===== src/rtl/pdhf_pkg.sv =====
// Behaviour
// - Frame is 2928 bits, 16-bit overhead first
// - Payload carries four 728-bit slots plus spare; the code gives all 2912 payload bits to the four slots
// - One active mapper; all others denied
// - Each extraction user individually deactivatable
// - Source writes overhead; payload passes unchanged
// - Remote defect bit follows request within 900us
// - Source sends alignment word 111110100000
// - Sink counts alignment mismatch as errored block
// - Sink takes remote defect bit, 1=defect
// - Sink detects remote defect condition
// - Remote defect report needs condition, monitor, enable
// - Server fail report needs fail, monitor, enable
// - Per second: block count, near, far flags
// - Mapper inserts tributary into selected slot
// - Elastic store written by tributary, read by path
// - Justification skips one read, stuffs J bit
// - Store deep enough for +-20 ppm
// - Mapper sends five control bits per frame
// - Slot parameter 1 to 4 picks slot
// - Mapper drives point only while activated
package pdhf_pkg;
    localparam int FRAME_BITS = 2928;
    localparam int POS_W = 12;
    localparam int OVH_BITS = 16;
    localparam int FAS_BITS = 12;
    localparam logic [11:0] FAS_PATTERN = 12'hfa0;
    localparam logic [11:0] RDI_POS = 12'h00c;
    localparam logic [11:0] NAT_FIRST_POS = 12'h00d;
    localparam int SET_BITS = 488;
    localparam int CTRL_BITS = 4;
    localparam int JUST_SET = 5;
    localparam int SLOTS = 4;
    localparam int STORE_AW = 6;
    localparam int STORE_DEPTH = 64;
    localparam logic [6:0] STORE_MID = 7'h20;
    localparam logic [6:0] STORE_FULL = 7'h3f;
    localparam int COUNT_W = 16;
    localparam logic [2:0] RDI_PERSIST = 3'h5;
    localparam logic TP_MONITORED = 1'b1;

    // Set number of a frame position
    function automatic int set_of(input logic [11:0] pos);
        set_of = int'(pos) / SET_BITS;
    endfunction

    // Justification control positions open sets two to six
    function automatic logic is_ctrl(input logic [11:0] pos);
        is_ctrl = (set_of(pos) >= 1) && ((int'(pos) % SET_BITS) < CTRL_BITS);
    endfunction

    // Justification opportunity bits follow the control bits of set six
    function automatic logic is_just(input logic [11:0] pos);
        int off;
        off = int'(pos) % SET_BITS;
        is_just = (set_of(pos) == JUST_SET) && (off >= CTRL_BITS) && (off < 2 * CTRL_BITS);
    endfunction
endpackage


===== src/rtl/pdhf_elastic_store.sv =====
`timescale 1ns/1ps
module pdhf_elastic_store
    import pdhf_pkg::*;
(
    input wire logic clk_sys,
    input wire logic wr_en,
    input wire logic [STORE_AW-1:0] wr_addr,
    input wire logic wr_data,
    input wire logic [STORE_AW-1:0] rd_addr,
    output logic rd_data
);
    logic mem [STORE_DEPTH];

    // Write port
    always_ff @(posedge clk_sys)
    begin
        if (wr_en)
        begin
            mem[wr_addr] <= wr_data;
        end
    end

    // Registered read, valid one cycle after the address settles
    always_ff @(posedge clk_sys)
    begin
        rd_data <= mem[rd_addr];
    end
endmodule


===== src/rtl/pdhf_frame_pos.sv =====
`timescale 1ns/1ps
module pdhf_frame_pos
    import pdhf_pkg::*;
(
    input wire logic clk_sys,
    input wire logic reset,
    input wire logic tick,
    input wire logic frame_start,
    output logic [11:0] pos,
    output logic locked
);
    // Bit position, forced to zero by the frame start marker
    always_ff @(posedge clk_sys)
    begin
        if (reset)
        begin
            pos <= 12'h000;
        end
        else if (tick)
        begin
            if (frame_start || pos == 12'(FRAME_BITS - 1))
            begin
                pos <= 12'h000;
            end
            else
            begin
                pos <= pos + 12'h001;
            end
        end
    end

    // Position means nothing until the first marker arrives
    always_ff @(posedge clk_sys)
    begin
        if (reset)
        begin
            locked <= 1'b0;
        end
        else if (tick && frame_start)
        begin
            locked <= 1'b1;
        end
    end
endmodule


===== src/rtl/pdhf_path_framer.sv =====
`timescale 1ns/1ps
module pdhf_path_framer
    import pdhf_pkg::*;
(
    input wire logic clk_sys,
    input wire logic reset,
    input wire logic path_timing_clock,
    input wire logic path_timing_frame_start,
    input wire logic payload_data_in,
    input wire logic [2:0] national_use_bits,
    output logic line_tx_data,
    output logic line_tx_frame_start,
    output logic payload_data_out,
    output logic payload_drive_en,
    output logic other_source_deny,
    input wire logic tributary_data_in,
    input wire logic tributary_clock_in,
    input wire logic mapper_activate,
    input wire logic [2:0] tributary_slot,
    output logic [6:0] store_fill,
    output logic justify_flag,
    input wire logic line_rx_data,
    input wire logic line_rx_clock,
    input wire logic line_rx_frame_start,
    input wire logic server_signal_fail_in,
    input wire logic termination_point_setting,
    input wire logic remote_defect_report_en,
    input wire logic server_fail_report_en,
    input wire logic one_second_tick,
    input wire logic equipment_defect,
    input wire logic [3:0] extract_activate,
    output logic trail_signal_fail_out,
    output logic remote_defect_request,
    output logic remote_defect_condition,
    output logic remote_defect_correlated,
    output logic server_fail_correlated,
    output logic near_block_error,
    output logic [COUNT_W-1:0] near_errored_block_count,
    output logic near_defect_second,
    output logic far_defect_second,
    output logic pm_valid,
    output logic rx_payload_data,
    output logic payload_frame_start,
    output logic [3:0] extract_fail
);
    // Pin order: path clk, path fs, trib clk, trib data, rx clk, rx data, rx fs
    logic [6:0] sync1;
    logic [6:0] sync2;
    logic path_clk_prev;
    logic trib_clk_prev;
    logic rx_clk_prev;
    logic path_tick;
    logic trib_tick;
    logic rx_tick;
    logic path_emit;
    logic rx_emit;
    logic rx_bit;
    logic [11:0] tx_pos;
    logic tx_locked;
    logic [11:0] rx_pos;
    logic rx_locked;
    logic [6:0] wr_ptr;
    logic [6:0] rd_ptr;
    logic store_rd_data;
    logic store_wr_en;
    logic slot_valid;
    logic [1:0] slot_idx;
    logic mine;
    logic mapper_bit;
    logic read_bit;
    logic point_bit;
    logic monitored_point;
    logic trail_fail_action;
    logic remote_defect_action;
    logic fas_err;
    logic bit_bad;
    logic block_bad;
    logic block_done;
    logic [2:0] rdi_cnt;
    logic [COUNT_W-1:0] ebc_acc;
    logic nds_seen;
    logic fds_seen;

    // Two-stage synchronisers for every pin from the link side
    always_ff @(posedge clk_sys)
    begin
        sync1 <= {line_rx_frame_start, line_rx_data, line_rx_clock, tributary_data_in,
                  tributary_clock_in, path_timing_frame_start, path_timing_clock};
        sync2 <= sync1;
    end

    // Rising edges of the sampled clocks; link clocks must stay well below clk_sys/2
    always_ff @(posedge clk_sys)
    begin
        if (reset)
        begin
            path_clk_prev <= 1'b0;
            trib_clk_prev <= 1'b0;
            rx_clk_prev <= 1'b0;
            path_emit <= 1'b0;
            rx_emit <= 1'b0;
        end
        else
        begin
            path_clk_prev <= sync2[0];
            trib_clk_prev <= sync2[2];
            rx_clk_prev <= sync2[4];
            path_emit <= path_tick;
            rx_emit <= rx_tick;
        end
    end

    assign path_tick = sync2[0] && !path_clk_prev;
    assign trib_tick = sync2[2] && !trib_clk_prev;
    assign rx_tick = sync2[4] && !rx_clk_prev;

    // Transmit and receive frame positions
    pdhf_frame_pos u_tx_pos (
        .clk_sys(clk_sys),
        .reset(reset),
        .tick(path_tick),
        .frame_start(sync2[1]),
        .pos(tx_pos),
        .locked(tx_locked)
    );

    pdhf_frame_pos u_rx_pos (
        .clk_sys(clk_sys),
        .reset(reset),
        .tick(rx_tick),
        .frame_start(sync2[6]),
        .pos(rx_pos),
        .locked(rx_locked)
    );

    // Elastic store, 64 bits covers ppm drift between justification chances
    pdhf_elastic_store u_store (
        .clk_sys(clk_sys),
        .wr_en(store_wr_en),
        .wr_addr(wr_ptr[STORE_AW-1:0]),
        .wr_data(sync2[3]),
        .rd_addr(rd_ptr[STORE_AW-1:0]),
        .rd_data(store_rd_data)
    );

    assign store_fill = wr_ptr - rd_ptr;
    assign store_wr_en = trib_tick && (store_fill < STORE_FULL);

    // Write pointer runs on tributary clock edges; a full store drops bits
    always_ff @(posedge clk_sys)
    begin
        if (reset)
        begin
            wr_ptr <= 7'h00;
        end
        else if (store_wr_en)
        begin
            wr_ptr <= wr_ptr + 7'h01;
        end
    end

    // Slot decode; values outside 1..4 select nothing
    assign slot_valid = (tributary_slot >= 3'h1) && (tributary_slot <= 3'h4);
    assign slot_idx = 2'(tributary_slot - 3'h1);
    assign mine = mapper_activate && slot_valid && tx_locked && (tx_pos >= 12'(OVH_BITS))
        && (tx_pos[1:0] == slot_idx);

    // Content of our slot at this position
    always_comb
    begin
        mapper_bit = store_rd_data;
        read_bit = 1'b0;
        if (is_ctrl(tx_pos))
        begin
            mapper_bit = justify_flag;
        end
        else if (is_just(tx_pos) && justify_flag)
        begin
            mapper_bit = 1'b0;
        end
        else
        begin
            read_bit = store_fill != 7'h00;
        end
    end

    // Read side steps on our data bits when active, gated by the justification choice; inactive, it drains fill down to STORE_MID
    always_ff @(posedge clk_sys)
    begin
        if (reset)
        begin
            rd_ptr <= 7'h00;
        end
        else if (!mapper_activate)
        begin
            if (store_fill > STORE_MID)
            begin
                rd_ptr <= rd_ptr + 7'h01;
            end
        end
        else if (path_emit && mine && read_bit)
        begin
            rd_ptr <= rd_ptr + 7'h01;
        end
    end

    // Justification decided once per frame at the first bit
    always_ff @(posedge clk_sys)
    begin
        if (reset)
        begin
            justify_flag <= 1'b0;
        end
        else if (path_emit && tx_pos == 12'h000)
        begin
            justify_flag <= store_fill < STORE_MID;
        end
    end

    // Shared payload point: the active mapper owns its slot, others are shut out
    assign point_bit = mine ? mapper_bit : payload_data_in;
    assign other_source_deny = mapper_activate;

    always_ff @(posedge clk_sys)
    begin
        if (reset)
        begin
            payload_data_out <= 1'b0;
            payload_drive_en <= 1'b0;
        end
        else if (path_emit || !mapper_activate) // Deactivation releases the point at once
        begin
            payload_data_out <= point_bit;
            payload_drive_en <= mine;
        end
    end

    // Trail source: overhead then payload untouched
    always_ff @(posedge clk_sys)
    begin
        if (reset)
        begin
            line_tx_data <= 1'b0;
            line_tx_frame_start <= 1'b0;
        end
        else if (path_emit)
        begin
            line_tx_frame_start <= tx_pos == 12'h000;
            if (tx_pos < 12'(FAS_BITS))
            begin
                line_tx_data <= FAS_PATTERN[4'(11 - int'(tx_pos))];
            end
            else if (tx_pos == RDI_POS)
            begin
                line_tx_data <= remote_defect_request;
            end
            else if (tx_pos < 12'(OVH_BITS))
            begin
                line_tx_data <= national_use_bits[2'(2 - int'(tx_pos - NAT_FIRST_POS))];
            end
            else
            begin
                line_tx_data <= point_bit;
            end
        end
    end

    // Sink: capture the received bit on its clock edge
    always_ff @(posedge clk_sys)
    begin
        if (reset)
        begin
            rx_bit <= 1'b0;
        end
        else if (rx_tick)
        begin
            rx_bit <= sync2[5];
        end
    end

    // Alignment check across the first twelve bits
    assign bit_bad = rx_bit != FAS_PATTERN[4'(11 - int'(rx_pos[3:0]))];
    assign block_bad = ((rx_pos == 12'h000) ? 1'b0 : fas_err) | bit_bad;
    assign block_done = rx_emit && rx_locked && rx_pos == 12'(FAS_BITS - 1);

    always_ff @(posedge clk_sys)
    begin
        if (reset)
        begin
            fas_err <= 1'b0;
            near_block_error <= 1'b0;
        end
        else
        begin
            near_block_error <= block_done && block_bad;
            if (rx_emit && rx_pos < 12'(FAS_BITS))
            begin
                fas_err <= block_bad;
            end
        end
    end

    // Remote defect bit must hold a new value for five frames before it counts
    always_ff @(posedge clk_sys)
    begin
        if (reset)
        begin
            rdi_cnt <= 3'h0;
            remote_defect_condition <= 1'b0;
        end
        else if (rx_emit && rx_locked && rx_pos == RDI_POS)
        begin
            if (rx_bit == remote_defect_condition)
            begin
                rdi_cnt <= 3'h0;
            end
            else if (rdi_cnt == RDI_PERSIST - 3'h1)
            begin
                rdi_cnt <= 3'h0;
                remote_defect_condition <= rx_bit;
            end
            else
            begin
                rdi_cnt <= rdi_cnt + 3'h1;
            end
        end
    end

    // Received stream handed on toward the extraction users
    always_ff @(posedge clk_sys)
    begin
        if (reset)
        begin
            rx_payload_data <= 1'b0;
            payload_frame_start <= 1'b0;
        end
        else if (rx_emit)
        begin
            rx_payload_data <= rx_bit;
            payload_frame_start <= rx_locked && rx_pos == 12'h000;
        end
    end

    // Consequent actions and correlations
    assign trail_fail_action = server_signal_fail_in;
    assign remote_defect_action = server_signal_fail_in;
    assign monitored_point = termination_point_setting == TP_MONITORED;

    always_ff @(posedge clk_sys)
    begin
        if (reset)
        begin
            trail_signal_fail_out <= 1'b0;
            remote_defect_request <= 1'b0;
            remote_defect_correlated <= 1'b0;
            server_fail_correlated <= 1'b0;
            extract_fail <= 4'h0;
        end
        else
        begin
            trail_signal_fail_out <= trail_fail_action;
            remote_defect_request <= remote_defect_action;
            remote_defect_correlated <= remote_defect_condition && monitored_point
                && remote_defect_report_en;
            server_fail_correlated <= server_signal_fail_in && monitored_point
                && server_fail_report_en;
            extract_fail <= extract_activate & {4{trail_fail_action}};
        end
    end

    // One-second accumulation; an error in the tick cycle opens the next second
    always_ff @(posedge clk_sys)
    begin
        if (reset)
        begin
            ebc_acc <= '0;
            nds_seen <= 1'b0;
            fds_seen <= 1'b0;
        end
        else if (one_second_tick)
        begin
            ebc_acc <= COUNT_W'(near_block_error);
            nds_seen <= trail_fail_action || equipment_defect;
            fds_seen <= remote_defect_condition;
        end
        else
        begin
            if (near_block_error && ebc_acc != '1)
            begin
                ebc_acc <= ebc_acc + 1'b1;
            end
            nds_seen <= nds_seen || trail_fail_action || equipment_defect;
            fds_seen <= fds_seen || remote_defect_condition;
        end
    end

    // Reported totals refresh on each tick
    always_ff @(posedge clk_sys)
    begin
        if (reset)
        begin
            near_errored_block_count <= '0;
            near_defect_second <= 1'b0;
            far_defect_second <= 1'b0;
            pm_valid <= 1'b0;
        end
        else
        begin
            pm_valid <= one_second_tick;
            if (one_second_tick)
            begin
                near_errored_block_count <= ebc_acc;
                near_defect_second <= nds_seen || trail_fail_action || equipment_defect;
                far_defect_second <= fds_seen || remote_defect_condition;
            end
        end
    end
endmodule


===== config.mk =====
export PLATFORM = sky130hd
export DESIGN_NAME = pdhf_path_framer
export DESIGN_NICKNAME = d
export VERILOG_FILES = /design/src/rtl/pdhf_pkg.sv /design/src/rtl/pdhf_elastic_store.sv /design/src/rtl/pdhf_frame_pos.sv /design/src/rtl/pdhf_path_framer.sv
export SDC_FILE = /design/constraint.sdc
export NUM_CORES = 1
export LEC_CHECK = 0
export ABC_AREA = 0
export BUFFER_PORTS_ARGS = -buffer_cell sky130_fd_sc_hd__buf_2
export CORE_UTILIZATION = 30
export CTS_CLUSTER_SIZE = 8
export DETAILED_ROUTE_END_ITERATION = 10
export GPL_TIMING_DRIVEN = 0
export SYNTH_ARGS = -nofsm -noshare
export SYNTH_HDL_FRONTEND = slang
export SYNTH_HIERARCHICAL = 1
export SYNTH_SLANG_ARGS = --single-unit

===== constraint.sdc =====
create_clock -name clk_sys -period 3.8 [get_ports clk_sys]
set_input_delay 0.38 -clock clk_sys [delete_from_list [all_inputs] [get_ports clk_sys]]
set_output_delay 0.38 -clock clk_sys [all_outputs]
set_load 0.01 [all_outputs]

==> results.toml <==
[run_status]
outcome = "finished with violations"
violations = "setup timing"

[timing]
timing.final.crit_share_pct = 100
unrepaired_setup_endpoints_after_global_routing = "true"
layout_min_cycle_time_ps = 3820
worst_hold_check_slack_ps = 44.2
final-setup-viol-count = 2
max_freq_mhz = 262
setup_slack_ps = -19.0
slew_viol_final = 0
slew_headroom_pct = 51.3
timing.final.hold_violations = 0
worst_clock_skew_ps = 8.64
max_slew.worst_pin.slew_ps = 723

[yosys]
synth-main-ff-cell = "sky130_fd_sc_hd__dfxtp_1"
syn-instance-count = 855
ys_seq_elements = 182
yosys_warnings = 6
synth_edf_count = 64
synthDistinctLibCells = 83
syn_nets = 905
netlist_area_mm2 = 0.00875
asyncSetResetFlopFracSynth_pct = 0
synth_sequential_area_ratio_pct = 48.9
syn-mean-instance-area_um2 = 10.2

[global_routing]
pin_count_of_the_biggest_net_entering_global_routing = 40
gr-usage-all-layers_pct = 14.4
grt_remaining_overflow = 0
grt_antenna_before_repair = 0
first_global_vias = 6518
grt_first_pass_wirelength_um = 34100

[routing]
drt_wl_total_um = 21300
drc_errors = 0
drt.antenna.violating_nets = 0
wl_per_cell_um = 15.5
drt_pre_antenna_iters = 5
detail_route.iter0.violations = 415
dr_total_vias = 6693
post_drt_via_cell_ratio = 4.86

[clocking]
cts_buffer_depth = 2
cts_hold_repair.buffers = 0
cts_tree = "yes"
cts_inserted_buffers = 17
htreeDepth = 4
clk_pin_slew_worst_paths_ps = 70
cts-root-buf = "sky130_fd_sc_hd__clkbuf_16"
clock_latency_ps = 440
cts_sinks = 182

[die]
row_count = 62
io-pin-count = 71
coreArea_mm2 = 0.0287
fp.dieArea_mm2 = 0.0299
die_h_um = 173
die_width_um = 173
initial_util_pct = 30.5

[power]
post-layout-total-power_w = 0.00469
irDropWorstVdd_mv = 0.355
seq_power_share_pct = 45.4
swShare_pct = 28.1
share_clk_of_total_power_pct = 37.6
cellPowerDensity_mw_per_mm2 = 438
power_frac_comb_pct = 17.0
power.static_leakage_nw = 3.92
internal_power_w = 0.00337
power.net_switching_w = 0.00132

[final_layout]
post_route_cells_drive_above_1_share_pct = 23.4
n_antenna_cell = 0
area_added_between_synthesis_and_finish_pct = 22.3
final_nets = 1029

[placed_design]
port-buffer-count = 70
dp_hpwl_um = 14600
gp_routability_congestion = 0.810

[worst_hold_path]
worst_hold_path_type = "in2reg"

[flow_run]
cap_violations = 0

[critical_path]
worstPathRequired_ps = 4160
worstSetupStartpointType = "flip-flop"
critical-path-top-delay-family = "compound AO/OA/AOI/OAI gates"
slowest_stage = "sky130_fd_sc_hd__a221o_1"
critPathKind = "reg2reg"
worst_setup_end_kind = "flip-flop"
worst_path_largest_cell_delay_ps = 420
path_cells = "inv_6, ha_4, nand2b_4, o31a_1, o211ai_1, mux2i_2, o31ai_4, buf_4, o21ai_4, a221o_1, a211oi_2, mux2i_2, buf_4, or3_4, o221a_4, a211oi_2"
critPathMaxFanout = 8
signal_arrival_time_at_the_worst_endpoint_ps = 4180
worstPathBufferInverterCount = 3
metrics by stage:
step           cell area [um^2]  cells  util [%]  TNS, ps  worst slack [ps]
2_1_floorplan              8770    855         -        0              27.9
3_3_place_gp               9600   1309      33.5   -16090              -433
3_5_place_dp               9630   1310      33.6   -19050              -460
4_1_cts                   10400   1355      36.4     -347             -73.0
5_1_grt                   10700   1376      37.3    -1410              -196
6_report                  10700   1376      37.3    -19.7             -19.0
routing by layer:
metal | vias up | routed length, um | track usage (%)
met5 | - | 0 | 0
met4 | 0 | 363 | 5.01
met3 | 29 | 954 | 3.28
met2 | 126 | 10300 | 24.1
met1 | 3238 | 9700 | 18.2
li1 | 3300 | - | -
synth_stat cells (all sizes together), types with 6 or more instances:
cell type	count	share of area, %
and3	15	1.1
and2	6	0.43
o21ai	25	1.7
ha	22	3.1
xnor2	28	2.8
a21o	6	0.51
inv	29	1.2
nand3	35	2.0
or3	6	0.43
edfxtp	64	22
nand2	38	1.6
a211oi	8	0.80
nor2	183	7.9
nand4	19	1.4
mux2	6	0.77
nor4	9	0.96
clkbuf	21	0.90
buf	12	0.99
mux2i	28	3.2
nor2b	15	1.1
nor3	16	1.0
xor2	24	2.4
dfxtp	118	27
a21oi	21	1.2
mux4	18	4.9
sequential cells by signal, indices dropped and copies added, names as in the netlist, 3 cells and up:
| register | cells |
|---|---|
| u_tx_pos/pos | 12 |
| wr_ptr | 7 |
| u_store/mem | 64 |
| sync2 | 7 |
| sync1 | 7 |
| extract_fail | 4 |
| near_errored_block_count | 16 |
| rd_ptr | 7 |
| rdi_cnt | 3 |
| u_rx_pos/pos | 12 |
| ebc_acc | 16 |
repair_timing:
action	4_1_cts	5_1_grt
gates resized for setup	39	28
endpoints found under the setup margin	72	64
pin swaps	15	23
setup buffers	15	22
cell type report:
type / instances / area (um^2)
fillers: 2886 / 18000
multi-input cells: 611 / 4400
flip-flops and latches: 182 / 4320
repair buffers: 106 / 638
clock buffers: 23 / 510
well taps: 384 / 480
plain buffers: 32 / 159
inverters: 29 / 119
clock inverters: 9 / 76.3
logic make-up after synthesis:
family | after synthesis | share of synthesized area, %
xor gates and xnor gates | 52 | 5.20
adders and majority gates | 24 | 3.49
muxes | 52 | 8.91
buffers and inverters | 62 | 3.13
AOI/OAI and AO/OA | 101 | 8.60
and+or+nand+nor | 382 | 21.7
DFF | 182 | 48.9
path summary, 6_finish.rpt:
check                          startpoint                       endpoint  slack (ps)  cells after the start
max          u_tx_pos/pos[3]$_SDFFE_PP0P_  payload_data_out$_SDFFE_PP0P_         -20                     16
max reg2reg  u_tx_pos/pos[3]$_SDFFE_PP0P_  payload_data_out$_SDFFE_PP0P_         -20                     16
min reg2reg              sync1[6]$_DFF_P_               sync2[6]$_DFF_P_         330                      0
min                     tributary_data_in               sync1[3]$_DFF_P_          40                      1
power by group through the flow:
stage | clock network [W] | logic, W | registers (W)
final | 0.00176 | 0.000798 | 0.00213
after global routing | 0.00189 | 0.000884 | 0.00213
after CTS | 0.00181 | 0.000791 | 0.00213
after detailed placement | 0 | 0.000782 | 0.00217
after global placement | 0 | 0.000773 | 0.00218
after floorplan | 0 | 0.000514 | 0.00216
layout by cell type (no fill, tap or decap), drive strengths merged, types with 15 or more instances in the layout:
cell type and count:
xnor2 28, mux4 18, clkbuf 45, buf 116
o21ai 25, inv 36, nand2 38, nand3 35
and3 15, nand4 19, a21oi 21, dfxtp 118
nor2 183, ha 22, nor3 16, edfxtp 64
nor2b 15, xor2 24, mux2i 28
worst register-to-register path: cells and delay by family, from the launching register on:
kind	cells	cell delay (ps)
adder cells (fa/ha/maj)	1	180
buffers and inverters	3	380
flip-flops	1	390
multiplexers	2	250
AO/OA/AOI/OAI	8	2030
AND/OR/NAND/NOR	2	520
Power figures use the tool's default switching activity.
